`src/hdl/lapd_xmit_pkg.sv`:
```
package lapd_xmit_pkg;

    // Register byte offsets on the AXI4-Lite slave.
    localparam logic [7:0] OFS_MODE = 8'h00;
    localparam logic [7:0] OFS_CMD = 8'h04;
    localparam logic [7:0] OFS_TIMER = 8'h08;
    localparam logic [7:0] OFS_STATUS = 8'h0c;
    localparam logic [7:0] OFS_EVENT = 8'h10;

    // Register selector codes returned by the address decoder.
    localparam logic [2:0] SEL_MODE = 3'h0;
    localparam logic [2:0] SEL_CMD = 3'h1;
    localparam logic [2:0] SEL_TIMER = 3'h2;
    localparam logic [2:0] SEL_STATUS = 3'h3;
    localparam logic [2:0] SEL_EVENT = 3'h4;
    localparam logic [2:0] SEL_NONE = 3'h7;

    // Field positions.
    localparam int MODE_NAM_BIT = 0;
    localparam int MODE_TMD_BIT = 1;
    localparam int CMD_XIF_BIT = 0;
    localparam int CMD_XTF_BIT = 1;
    localparam int CMD_TRANSMITTER_RESET_CMD_BIT = 2;
    localparam int CMD_RHR_BIT = 3;
    localparam int TMR_PERIOD_LSB = 0;
    localparam int TMR_RETRY_LSB = 8;
    localparam int ST_WFA_BIT = 0;
    localparam int ST_TIMER_RECOVERY_FLAG_BIT = 1;
    localparam int ST_BUSY_BIT = 2;
    localparam int ST_TXACT_BIT = 3;
    localparam int ST_RC_LSB = 4;
    localparam int EV_XPR_BIT = 0;
    localparam int EV_XMR_BIT = 1;
    localparam int EV_TIN_BIT = 2;

    // Reset values: non-auto operation, external timer mode.
    localparam logic [1:0] MODE_RESET = 2'h1;
    localparam logic [7:0] PERIOD_RESET = 8'h0a;
    localparam logic [3:0] RETRY_RESET = 4'h3;

    // AXI responses.
    localparam logic [1:0] RESP_OKAY = 2'h0;
    localparam logic [1:0] RESP_SLVERR = 2'h2;

    // One timer unit lasts ACK_UNIT_US microseconds.
    localparam int CLOCK_MHZ = 250;
    localparam int ACK_UNIT_US = 1;
    localparam int ACK_UNIT_CYCLES = ACK_UNIT_US * CLOCK_MHZ;

    typedef enum {ST_IDLE, ST_SEND, ST_WAIT_ACK} xmit_state_e;

    typedef struct packed {
        logic awvalid;
        logic [7:0] awaddr;
        logic wvalid;
        logic [31:0] wdata;
        logic [3:0] wstrb;
        logic bready;
        logic arvalid;
        logic [7:0] araddr;
        logic rready;
    } axi_req_s;

    typedef struct packed {
        logic awready;
        logic wready;
        logic bvalid;
        logic [1:0] bresp;
        logic arready;
        logic rvalid;
        logic [31:0] rdata;
        logic [1:0] rresp;
    } axi_rsp_s;

    typedef struct packed {
        logic pos_ack;
        logic neg_ack;
        logic collision;
        logic pool_released;
        logic frame_done;
        logic peer_busy;
    } link_in_s;

    typedef struct packed {
        logic start;
        logic transparent;
        logic retransmit;
        logic abort;
        logic send_poll;
        logic rx_reset;
    } link_out_s;

endpackage

```
`src/hdl/ack_timer_unit.sv`:
```
`timescale 1ns/1ps
module ack_timer_unit
    import lapd_xmit_pkg::*;
#(
    parameter int UNIT_CYCLES = ACK_UNIT_CYCLES
) (
    input wire logic i_clock,
    input wire logic i_rst,
    input wire logic i_start,
    input wire logic i_stop,
    input wire logic [7:0] i_period,
    output logic o_expired,
    output logic o_running
);
    localparam int PRE_W = (UNIT_CYCLES > 1) ? $clog2(UNIT_CYCLES) : 1;

    // Refuse a unit length that the prescaler cannot count.
    if (UNIT_CYCLES < 1) begin : g_bad_unit
        $error("ack_timer_unit: UNIT_CYCLES must be at least 1");
    end

    logic [PRE_W-1:0] pre_reg;
    logic [7:0] units_reg;
    logic running_reg;
    logic expired_reg;

    // Stop wins over start so that a timer write always leaves it idle.
    always_ff @(posedge i_clock) begin
        expired_reg <= 1'b0;
        if (i_rst || i_stop) begin
            running_reg <= 1'b0;
            pre_reg <= '0;
            units_reg <= 8'h00;
        end else if (i_start) begin
            running_reg <= 1'b1;
            pre_reg <= '0;
            units_reg <= (i_period == 8'h00) ? 8'h01 : i_period; // A zero period counts as one.
        end else if (running_reg) begin
            if (pre_reg == PRE_W'(UNIT_CYCLES - 1)) begin
                pre_reg <= '0;
                if (units_reg == 8'h01) begin
                    running_reg <= 1'b0;
                    expired_reg <= 1'b1;
                end else begin
                    units_reg <= units_reg - 8'h01;
                end
            end else begin
                pre_reg <= pre_reg + PRE_W'(1);
            end
        end
    end

    assign o_expired = expired_reg;
    assign o_running = running_reg;

endmodule // ack_timer_unit

```
`src/hdl/lapd_xmit_ctrl.sv`:
```
`timescale 1ns/1ps
module lapd_xmit_ctrl
    import lapd_xmit_pkg::*;
#(
    parameter int UNIT_CYCLES = ACK_UNIT_CYCLES
) (
    input wire logic i_clock,
    input wire logic i_rst,
    input wire axi_req_s i_axi,
    output axi_rsp_s o_axi,
    input wire link_in_s i_link,
    output link_out_s o_link,
    output logic o_transmit_pool_ready_irq,
    output logic o_message_repeat_irq,
    output logic o_timer_expiry_irq,
    output logic o_waiting_for_ack_flag,
    output logic o_timer_recovery_flag
);
    // Decoding shared by the read and the write path.
    function automatic logic [2:0] reg_index(input logic [7:0] addr);
        case (addr)
            OFS_MODE: reg_index = SEL_MODE;
            OFS_CMD: reg_index = SEL_CMD;
            OFS_TIMER: reg_index = SEL_TIMER;
            OFS_STATUS: reg_index = SEL_STATUS;
            OFS_EVENT: reg_index = SEL_EVENT;
            default: reg_index = SEL_NONE;
        endcase
    endfunction

    logic aw_free_reg;
    logic w_free_reg;
    logic ar_free_reg;
    logic [7:0] aw_addr_reg;
    logic [31:0] w_data_reg;
    logic [3:0] w_strb_reg;
    logic bvalid_reg;
    logic [1:0] bresp_reg;
    logic rvalid_reg;
    logic [31:0] rdata_reg;
    logic [1:0] rresp_reg;
    logic [1:0] mode_reg;
    logic [7:0] period_reg;
    logic [3:0] retry_limit_reg;
    logic [2:0] event_reg;
    xmit_state_e state_reg;
    logic is_iframe_reg;
    logic wfa_reg;
    logic timer_recovery_flag_reg;
    logic [3:0] rc_reg;
    link_out_s link_reg;
    logic xpr_reg;
    logic xmr_reg;
    logic tin_reg;
    logic timer_start_reg;
    logic timer_expired;
    logic timer_running;
    logic do_write;
    logic [2:0] wr_sel;
    logic wr_mode;
    logic wr_cmd;
    logic wr_timer;
    logic wr_event;
    logic cmd_xif;
    logic cmd_xtf;
    logic cmd_transmitter_reset_cmd;
    logic cmd_rhr;
    logic auto_mode;
    logic [31:0] rd_word;
    logic rd_ok;

    // A write is performed once address and data are both held and no response waits.
    assign do_write = !aw_free_reg && !w_free_reg && !bvalid_reg;
    assign wr_sel = reg_index(aw_addr_reg);
    assign wr_mode = do_write && wr_sel == SEL_MODE && w_strb_reg[0];
    assign wr_cmd = do_write && wr_sel == SEL_CMD && w_strb_reg[0];
    assign wr_timer = do_write && wr_sel == SEL_TIMER && (|w_strb_reg[1:0]);
    assign wr_event = do_write && wr_sel == SEL_EVENT && w_strb_reg[0];
    assign cmd_xif = wr_cmd && w_data_reg[CMD_XIF_BIT];
    assign cmd_xtf = wr_cmd && w_data_reg[CMD_XTF_BIT];
    assign cmd_transmitter_reset_cmd = wr_cmd && w_data_reg[CMD_TRANSMITTER_RESET_CMD_BIT];
    assign cmd_rhr = wr_cmd && w_data_reg[CMD_RHR_BIT];
    assign auto_mode = !mode_reg[MODE_NAM_BIT];

    // Write address and data channels are taken independently, in either order.
    always_ff @(posedge i_clock) begin
        if (i_rst) begin
            aw_free_reg <= 1'b1;
            w_free_reg <= 1'b1;
            aw_addr_reg <= 8'h00;
            w_data_reg <= 32'h0;
            w_strb_reg <= 4'h0;
        end else begin
            if (aw_free_reg && i_axi.awvalid) begin
                aw_free_reg <= 1'b0;
                aw_addr_reg <= i_axi.awaddr;
            end else if (do_write) begin
                aw_free_reg <= 1'b1;
            end
            if (w_free_reg && i_axi.wvalid) begin
                w_free_reg <= 1'b0;
                w_data_reg <= i_axi.wdata;
                w_strb_reg <= i_axi.wstrb;
            end else if (do_write) begin
                w_free_reg <= 1'b1;
            end
        end
    end

    // Write response; an unmapped address answers SLVERR and changes nothing.
    always_ff @(posedge i_clock) begin
        if (i_rst) begin
            bvalid_reg <= 1'b0;
            bresp_reg <= RESP_OKAY;
        end else if (do_write) begin
            bvalid_reg <= 1'b1;
            bresp_reg <= (wr_sel == SEL_NONE) ? RESP_SLVERR : RESP_OKAY;
        end else if (bvalid_reg && i_axi.bready) begin
            bvalid_reg <= 1'b0;
        end
    end

    // Software-owned configuration.
    always_ff @(posedge i_clock) begin
        if (i_rst) begin
            mode_reg <= MODE_RESET;
            period_reg <= PERIOD_RESET;
            retry_limit_reg <= RETRY_RESET;
        end else begin
            if (wr_mode) begin
                mode_reg <= w_data_reg[1:0];
            end
            if (wr_timer && w_strb_reg[0]) begin
                period_reg <= w_data_reg[TMR_PERIOD_LSB +: 8];
            end
            if (wr_timer && w_strb_reg[1]) begin
                retry_limit_reg <= w_data_reg[TMR_RETRY_LSB +: 4];
            end
        end
    end

    // Read data mux; the timer recovery flag and peer busy read zero outside auto mode.
    always_comb begin
        rd_word = 32'h0;
        rd_ok = 1'b1;
        case (reg_index(i_axi.araddr))
            SEL_MODE: rd_word[1:0] = mode_reg;
            SEL_CMD: rd_word = 32'h0;
            SEL_TIMER: rd_word[11:0] = {retry_limit_reg, period_reg};
            SEL_STATUS: begin
                rd_word[ST_WFA_BIT] = wfa_reg;
                rd_word[ST_TIMER_RECOVERY_FLAG_BIT] = timer_recovery_flag_reg && auto_mode;
                rd_word[ST_BUSY_BIT] = i_link.peer_busy && auto_mode;
                rd_word[ST_TXACT_BIT] = state_reg != ST_IDLE;
                rd_word[ST_RC_LSB +: 4] = rc_reg;
            end
            SEL_EVENT: rd_word[2:0] = event_reg;
            default: rd_ok = 1'b0;
        endcase
    end

    // Read channel answers one cycle after the address is taken.
    always_ff @(posedge i_clock) begin
        if (i_rst) begin
            ar_free_reg <= 1'b1;
            rvalid_reg <= 1'b0;
            rdata_reg <= 32'h0;
            rresp_reg <= RESP_OKAY;
        end else if (ar_free_reg && i_axi.arvalid) begin
            ar_free_reg <= 1'b0;
            rvalid_reg <= 1'b1;
            rdata_reg <= rd_word;
            rresp_reg <= rd_ok ? RESP_OKAY : RESP_SLVERR;
        end else if (rvalid_reg && i_axi.rready) begin
            ar_free_reg <= 1'b1;
            rvalid_reg <= 1'b0;
        end
    end

    // Sticky event bits; writing one clears, but a new event in that cycle wins.
    always_ff @(posedge i_clock) begin
        if (i_rst) begin
            event_reg <= 3'h0;
        end else begin
            event_reg <= (event_reg & ~(wr_event ? w_data_reg[2:0] : 3'h0))
                | {tin_reg, xmr_reg, xpr_reg};
        end
    end

    // Transmit sequencing, acknowledgement and recovery.
    always_ff @(posedge i_clock) begin
        link_reg <= '0;
        xpr_reg <= 1'b0;
        xmr_reg <= 1'b0;
        tin_reg <= 1'b0;
        timer_start_reg <= 1'b0;
        if (i_rst) begin
            state_reg <= ST_IDLE;
            is_iframe_reg <= 1'b0;
            wfa_reg <= 1'b0;
            timer_recovery_flag_reg <= 1'b0;
            rc_reg <= 4'h0;
        end else if (cmd_transmitter_reset_cmd) begin
            // Transmitter reset drops the frame and hands the pool back.
            link_reg.abort <= state_reg == ST_SEND;
            xpr_reg <= 1'b1;
            state_reg <= ST_IDLE;
            wfa_reg <= 1'b0;
            timer_recovery_flag_reg <= 1'b0;
            rc_reg <= 4'h0;
        end else if (cmd_rhr) begin
            link_reg.rx_reset <= 1'b1;
            timer_recovery_flag_reg <= 1'b0;
            rc_reg <= 4'h0;
        end else begin
            case (state_reg)
                ST_IDLE: begin
                    if (cmd_xif && auto_mode && mode_reg[MODE_TMD_BIT] && !wfa_reg) begin
                        link_reg.start <= 1'b1;
                        is_iframe_reg <= 1'b1;
                        state_reg <= ST_SEND;
                    end else if (cmd_xtf) begin
                        link_reg.start <= 1'b1;
                        link_reg.transparent <= 1'b1;
                        is_iframe_reg <= 1'b0;
                        state_reg <= ST_SEND;
                    end
                end
                ST_SEND: begin
                    if (i_link.collision && !i_link.pool_released) begin
                        link_reg.retransmit <= 1'b1;
                    end else if (i_link.collision) begin
                        link_reg.abort <= 1'b1;
                        xmr_reg <= 1'b1;
                        timer_recovery_flag_reg <= 1'b0;
                        rc_reg <= 4'h0;
                        state_reg <= ST_IDLE;
                    end else if (i_link.frame_done && is_iframe_reg && auto_mode) begin
                        wfa_reg <= 1'b1;
                        timer_start_reg <= 1'b1;
                        state_reg <= ST_WAIT_ACK;
                    end else if (i_link.frame_done) begin
                        xpr_reg <= 1'b1;
                        state_reg <= ST_IDLE;
                    end
                end
                ST_WAIT_ACK: begin
                    if (!auto_mode) begin
                        // Leaving auto mode keeps the waiting flag for software.
                        state_reg <= ST_IDLE;
                    end else if (i_link.pos_ack) begin
                        xpr_reg <= 1'b1;
                        wfa_reg <= 1'b0;
                        timer_recovery_flag_reg <= 1'b0;
                        rc_reg <= 4'h0;
                        state_reg <= ST_IDLE;
                    end else if (i_link.neg_ack) begin
                        xmr_reg <= 1'b1;
                        wfa_reg <= 1'b0;
                        timer_recovery_flag_reg <= 1'b0;
                        rc_reg <= 4'h0;
                        state_reg <= ST_IDLE;
                    end else if (timer_expired && rc_reg < retry_limit_reg) begin
                        link_reg.send_poll <= 1'b1;
                        rc_reg <= rc_reg + 4'h1;
                        timer_recovery_flag_reg <= 1'b1;
                        timer_start_reg <= 1'b1;
                    end else if (timer_expired) begin
                        tin_reg <= 1'b1;
                        xpr_reg <= 1'b1;
                        wfa_reg <= 1'b0;
                        timer_recovery_flag_reg <= 1'b0;
                        rc_reg <= 4'h0;
                        state_reg <= ST_IDLE;
                    end
                end
                default: state_reg <= ST_IDLE;
            endcase
        end
    end

    // The timer halts on any timer write that strobes byte 0 or 1 and whenever auto mode is off.
    ack_timer_unit #(
        .UNIT_CYCLES(UNIT_CYCLES)
    ) u_ack_timer (
        .i_clock(i_clock),
        .i_rst(i_rst),
        .i_start(timer_start_reg),
        .i_stop(wr_timer || !auto_mode || cmd_transmitter_reset_cmd),
        .i_period(period_reg),
        .o_expired(timer_expired),
        .o_running(timer_running)
    );

    // Outputs come straight from flip-flops.
    assign o_axi = '{awready: aw_free_reg, wready: w_free_reg, bvalid: bvalid_reg,
        bresp: bresp_reg, arready: ar_free_reg, rvalid: rvalid_reg, rdata: rdata_reg,
        rresp: rresp_reg};
    assign o_link = link_reg;
    assign o_transmit_pool_ready_irq = xpr_reg;
    assign o_message_repeat_irq = xmr_reg;
    assign o_timer_expiry_irq = tin_reg;
    assign o_waiting_for_ack_flag = wfa_reg;
    assign o_timer_recovery_flag = timer_recovery_flag_reg;
endmodule // lapd_xmit_ctrl

```
`config.mk`:
```
export PLATFORM = sky130hd
export DESIGN_NAME = lapd_xmit_ctrl
export DESIGN_NICKNAME = d
export VERILOG_FILES = /design/src/hdl/lapd_xmit_pkg.sv /design/src/hdl/ack_timer_unit.sv /design/src/hdl/lapd_xmit_ctrl.sv
export SDC_FILE = /design/constraint.sdc
export NUM_CORES = 1
export LEC_CHECK = 0
export ABC_CLOCK_PERIOD_IN_PS = 2800
export BUFFER_PORTS_ARGS = -buffer_cell sky130_fd_sc_hd__buf_2
export CORE_MARGIN = 2
export CORE_UTILIZATION = 53
export DETAILED_ROUTE_END_ITERATION = 10
export GPL_ROUTABILITY_DRIVEN = 0
export PLACE_DENSITY = 0.88
export SKIP_LAST_GASP = 1
export SLEW_MARGIN = 40
export SYNTH_ARGS = -nofsm -noshare
export SYNTH_HDL_FRONTEND = slang
export SYNTH_SLANG_ARGS = --single-unit
```
`constraint.sdc`:
```
create_clock -name i_clock -period 2.8 [get_ports i_clock]
set_clock_uncertainty 0.2 [all_clocks]
set_input_delay 0.14 -clock i_clock [delete_from_list [all_inputs] [get_ports i_clock]]
set_output_delay 0.14 -clock i_clock [all_outputs]
set_load 0.02 [all_outputs]
```
==> flow_metrics.py <==
metrics = {
    "run_status": {
        "status": "finished clean",
    },
    "floorplanning": {
        "die_w_um": 96.4,
        "row_count": 33,
        "dieArea_um2": 9300,
        "ios": 117,
        "core_um2": 8260,
        "start_util_pct": 54.8,
        "die_h_um": 96.4,
    },
    "yosys": {
        "syn-cell-area_um2": 4530,
        "synthXorXnorAreaFrac_pct": 2.90,
        "ys_ff_latch": 95,
        "yosysSeqAreaShare_pct": 42.0,
        "synth_ff_type": "dfxtp_1",
        "netlist_instances": 535,
        "synth.avg_cell_area_um2": 8.47,
        "synth_most_common_cell": "dfxtp_1",
        "yosysWarnings": 0,
        "synth-simple-area-share_pct": 26.2,
        "synthAdderAreaFrac_pct": 3.04,
        "synthMuxAreaShare_pct": 3.98,
        "synth-edff-count": 0,
        "post-synth-top-area-fraction_pct": 42.0,
        "synth_common_cells": "dfxtp_1, nand2_1, nor2_1, a21oi_1, buf_4",
        "async_flop_share_pct": 0,
        "synth.area.top_cells": "dfxtp_1, nand2_1, a21oi_1",
        "synth_cell_type_count": 63,
        "synth_top_family_by_area": "simple AND/OR/NAND/NOR gates",
        "synth_top_area_cell": "dfxtp_1",
        "synth_compound_area_share_pct": 13.8,
    },
    "grt": {
        "antenna_found_initial": 0,
        "grt_max_degree": 65,
        "grt_pass1_wl_um": 18300,
        "grt-ovfl-total": 0,
        "grt_use_total_pct": 25.7,
        "grt_pass1_vias": 4032,
    },
    "worst_setup_path": {
        "reg2reg_depth": 5,
        "worstSetupStartpointType": "flop",
        "cp.arrival_ns": 2.58,
        "path_max_fanout": 13,
        "crit_chain": "or3_4, nor3_2, a31oi_1, nand2_1, nor4b_1",
        "path_class": "reg2reg",
        "crit_path_end_kind": "flop",
        "critPathMaxStageDelay_ns": 0.60,
        "cpMaxStageDelayCell": "dfxtp_1",
        "crit_required_ns": 2.89,
    },
    "detailed_routing": {
        "drt_iter0_drc": 323,
        "drc_errors": 0,
        "num_vias": 4282,
        "ant_nets": 0,
        "wire_per_inst_um": 15.7,
        "drt-pass1-iter-count": 5,
        "wl_um": 11700,
        "vias_per_cell": 5.74,
    },
    "power_and_ir_drop": {
        "peakVddDrop_uv": 441,
        "power_density_nw_per_um2": 494,
        "power_w": 0.00269,
        "p_leak_nw": 2.23,
    },
    "worst_hold_path": {
        "hp-class": "in2reg",
        "whs_path_depth": 3,
    },
    "clock_network": {
        "clk_pin_slew_ns": 0.09,
        "clockBufferDepth": 2,
        "ctsRootBufferMaster": "clkbuf_8",
        "post_cts_buffers": 0,
        "clock_latency_ns": 0.38,
        "cts_buffers": 9,
        "cts_tree": "done",
        "numClockSinks": 95,
        "htree_levels": 3,
    },
    "place": {
        "port_buffers": 72,
        "dp_hpwl_um": 7800,
    },
    "timing": {
        "max_slew_margin_pct": 56.8,
        "hold_viol": 0,
        "setup_viol": 0,
        "fin_crit_ns": 2.49,
        "drv_slew": 0,
        "period_share_pct": 88.8,
        "fin_setup_tns_ns": 0,
        "worst_pin_slew_ns": 0.648,
        "grt_setup_unrepaired": "no",
        "max_freq_ghz": 0.402,
    },
    "flow_run": {
        "maxCapViolations": 0,
    },
    "cells_and_area": {
        "antenna_cells": 0,
        "nNetsFinal": 712,
        "area_delta_synth_final_pct": 20.4,
        "fillers": 661,
        "layout-drive-gt1-share_pct": 16.5,
        "multi_input_area_um2": 2350,
        "sequential_cell_area_um2": 1900,
    },
}
==> cell families (layout without fill, tap and decap cells) <==
group	count (synthesis)	count (layout)
compound gates	96	96
xor+xnor	15	15
fa+ha+maj	11	11
buf+inv	66	151
flops	95	95
mux	18	18
other cells	1	22
simple gates	233	233
==> layout by cell type (no fill, tap or decap), types with 4 or more instances in the layout <==
master | Yosys | routed
mux2i_1 | 18 | 18
xor2_1 | 11 | 11
dfxtp_1 | 95 | 95
a211oi_1 | 8 | 8
nand2_1 | 69 | 69
nand4_1 | 12 | 12
a21oi_1 | 46 | 46
a31oi_1 | 4 | 4
o21ai_0 | 9 | 9
nand2b_1 | 8 | 8
conb_1 | 1 | 22
and3_1 | 5 | 5
nor2_1 | 60 | 60
xnor2_1 | 4 | 4
dlygate4sd3_1 | 0 | 39
nand3b_1 | 6 | 6
nor3_1 | 14 | 14
ha_1 | 11 | 11
a211o_1 | 4 | 4
buf_2 | 0 | 72
inv_1 | 21 | 21
nor2b_1 | 6 | 6
nand3_1 | 21 | 21
clkbuf_8 | 0 | 9
==> worst paths after layout <==
kind / from / endpoint / slack [ns]
worst min register to register: w_data_reg[9] / w_data_reg[9] / 0.26
worst min-delay path: i_link[5] / o_transmit_pool_ready_irq / 0.03
worst max-delay path: aw_free_reg / u_ack_timer.o_expired / 0.31
worst max register to register: aw_free_reg / u_ack_timer.o_expired / 0.31
==> worst max-delay path: cells and delay by family, from the launching register on <==
kind             cells  cell delay [ns]
AO/OA/AOI/OAI        1             0.49
flip-flops           1             0.60
AND/OR/NAND/NOR      4             1.10
==> what timing repair did <==
item / in CTS / in global routing
hold buffers: 39 / 0
endpoints found under the hold margin: 34 / 0
resized for setup: 0 / 0
setup endpoints to repair: 0 / 0
==> routing by layer <==
layer / vias to the layer above / wire length (µm) / track usage, %
met5: - / 0 / 0
met3: 46 / 818 / 5.43
met1: 2022 / 4600 / 30.2
met2: 199 / 5790 / 44.3
met4: 0 / 481 / 12.9
li1: 2015 / - / -
==> final cells by class <==
type	count	share of cell area, %
Clock buffer	10	2.34
Clock inverter	6	1.70
Inverter	21	1.45
Multi-Input combinational cell	395	43.0
Sequential cell	95	34.9
Tap cell	105	2.41
Timing Repair Buffer	114	14.2
==> power breakdown <==
part	leakage, nW	switching (W)	internal, W
combinational	1.36	0.000157	0.000111
sequential	0.771	0.0000311	0.00138
clock	0.103	0.000506	0.000508
total	2.23	0.000694	0.00200
==> metrics by stage <==
stage | std cells | hold WS (ns) | setup WS, ns | instance area, µm² | utilization [%]
floorplan | 556 | 0.0404 | 0.768 | 4610 | -
global placement | 691 | 0.149 | 0.498 | 4840 | 58.6
detailed placement | 691 | 0.164 | 0.396 | 4840 | 58.6
CTS | 746 | 0.0103 | 0.402 | 5450 | 66.0
global route | 746 | 0.0491 | 0.158 | 5450 | 66.0
finish | 746 | 0.0276 | 0.313 | 5450 | 66.0
Power figures use the tool's default switching activity.
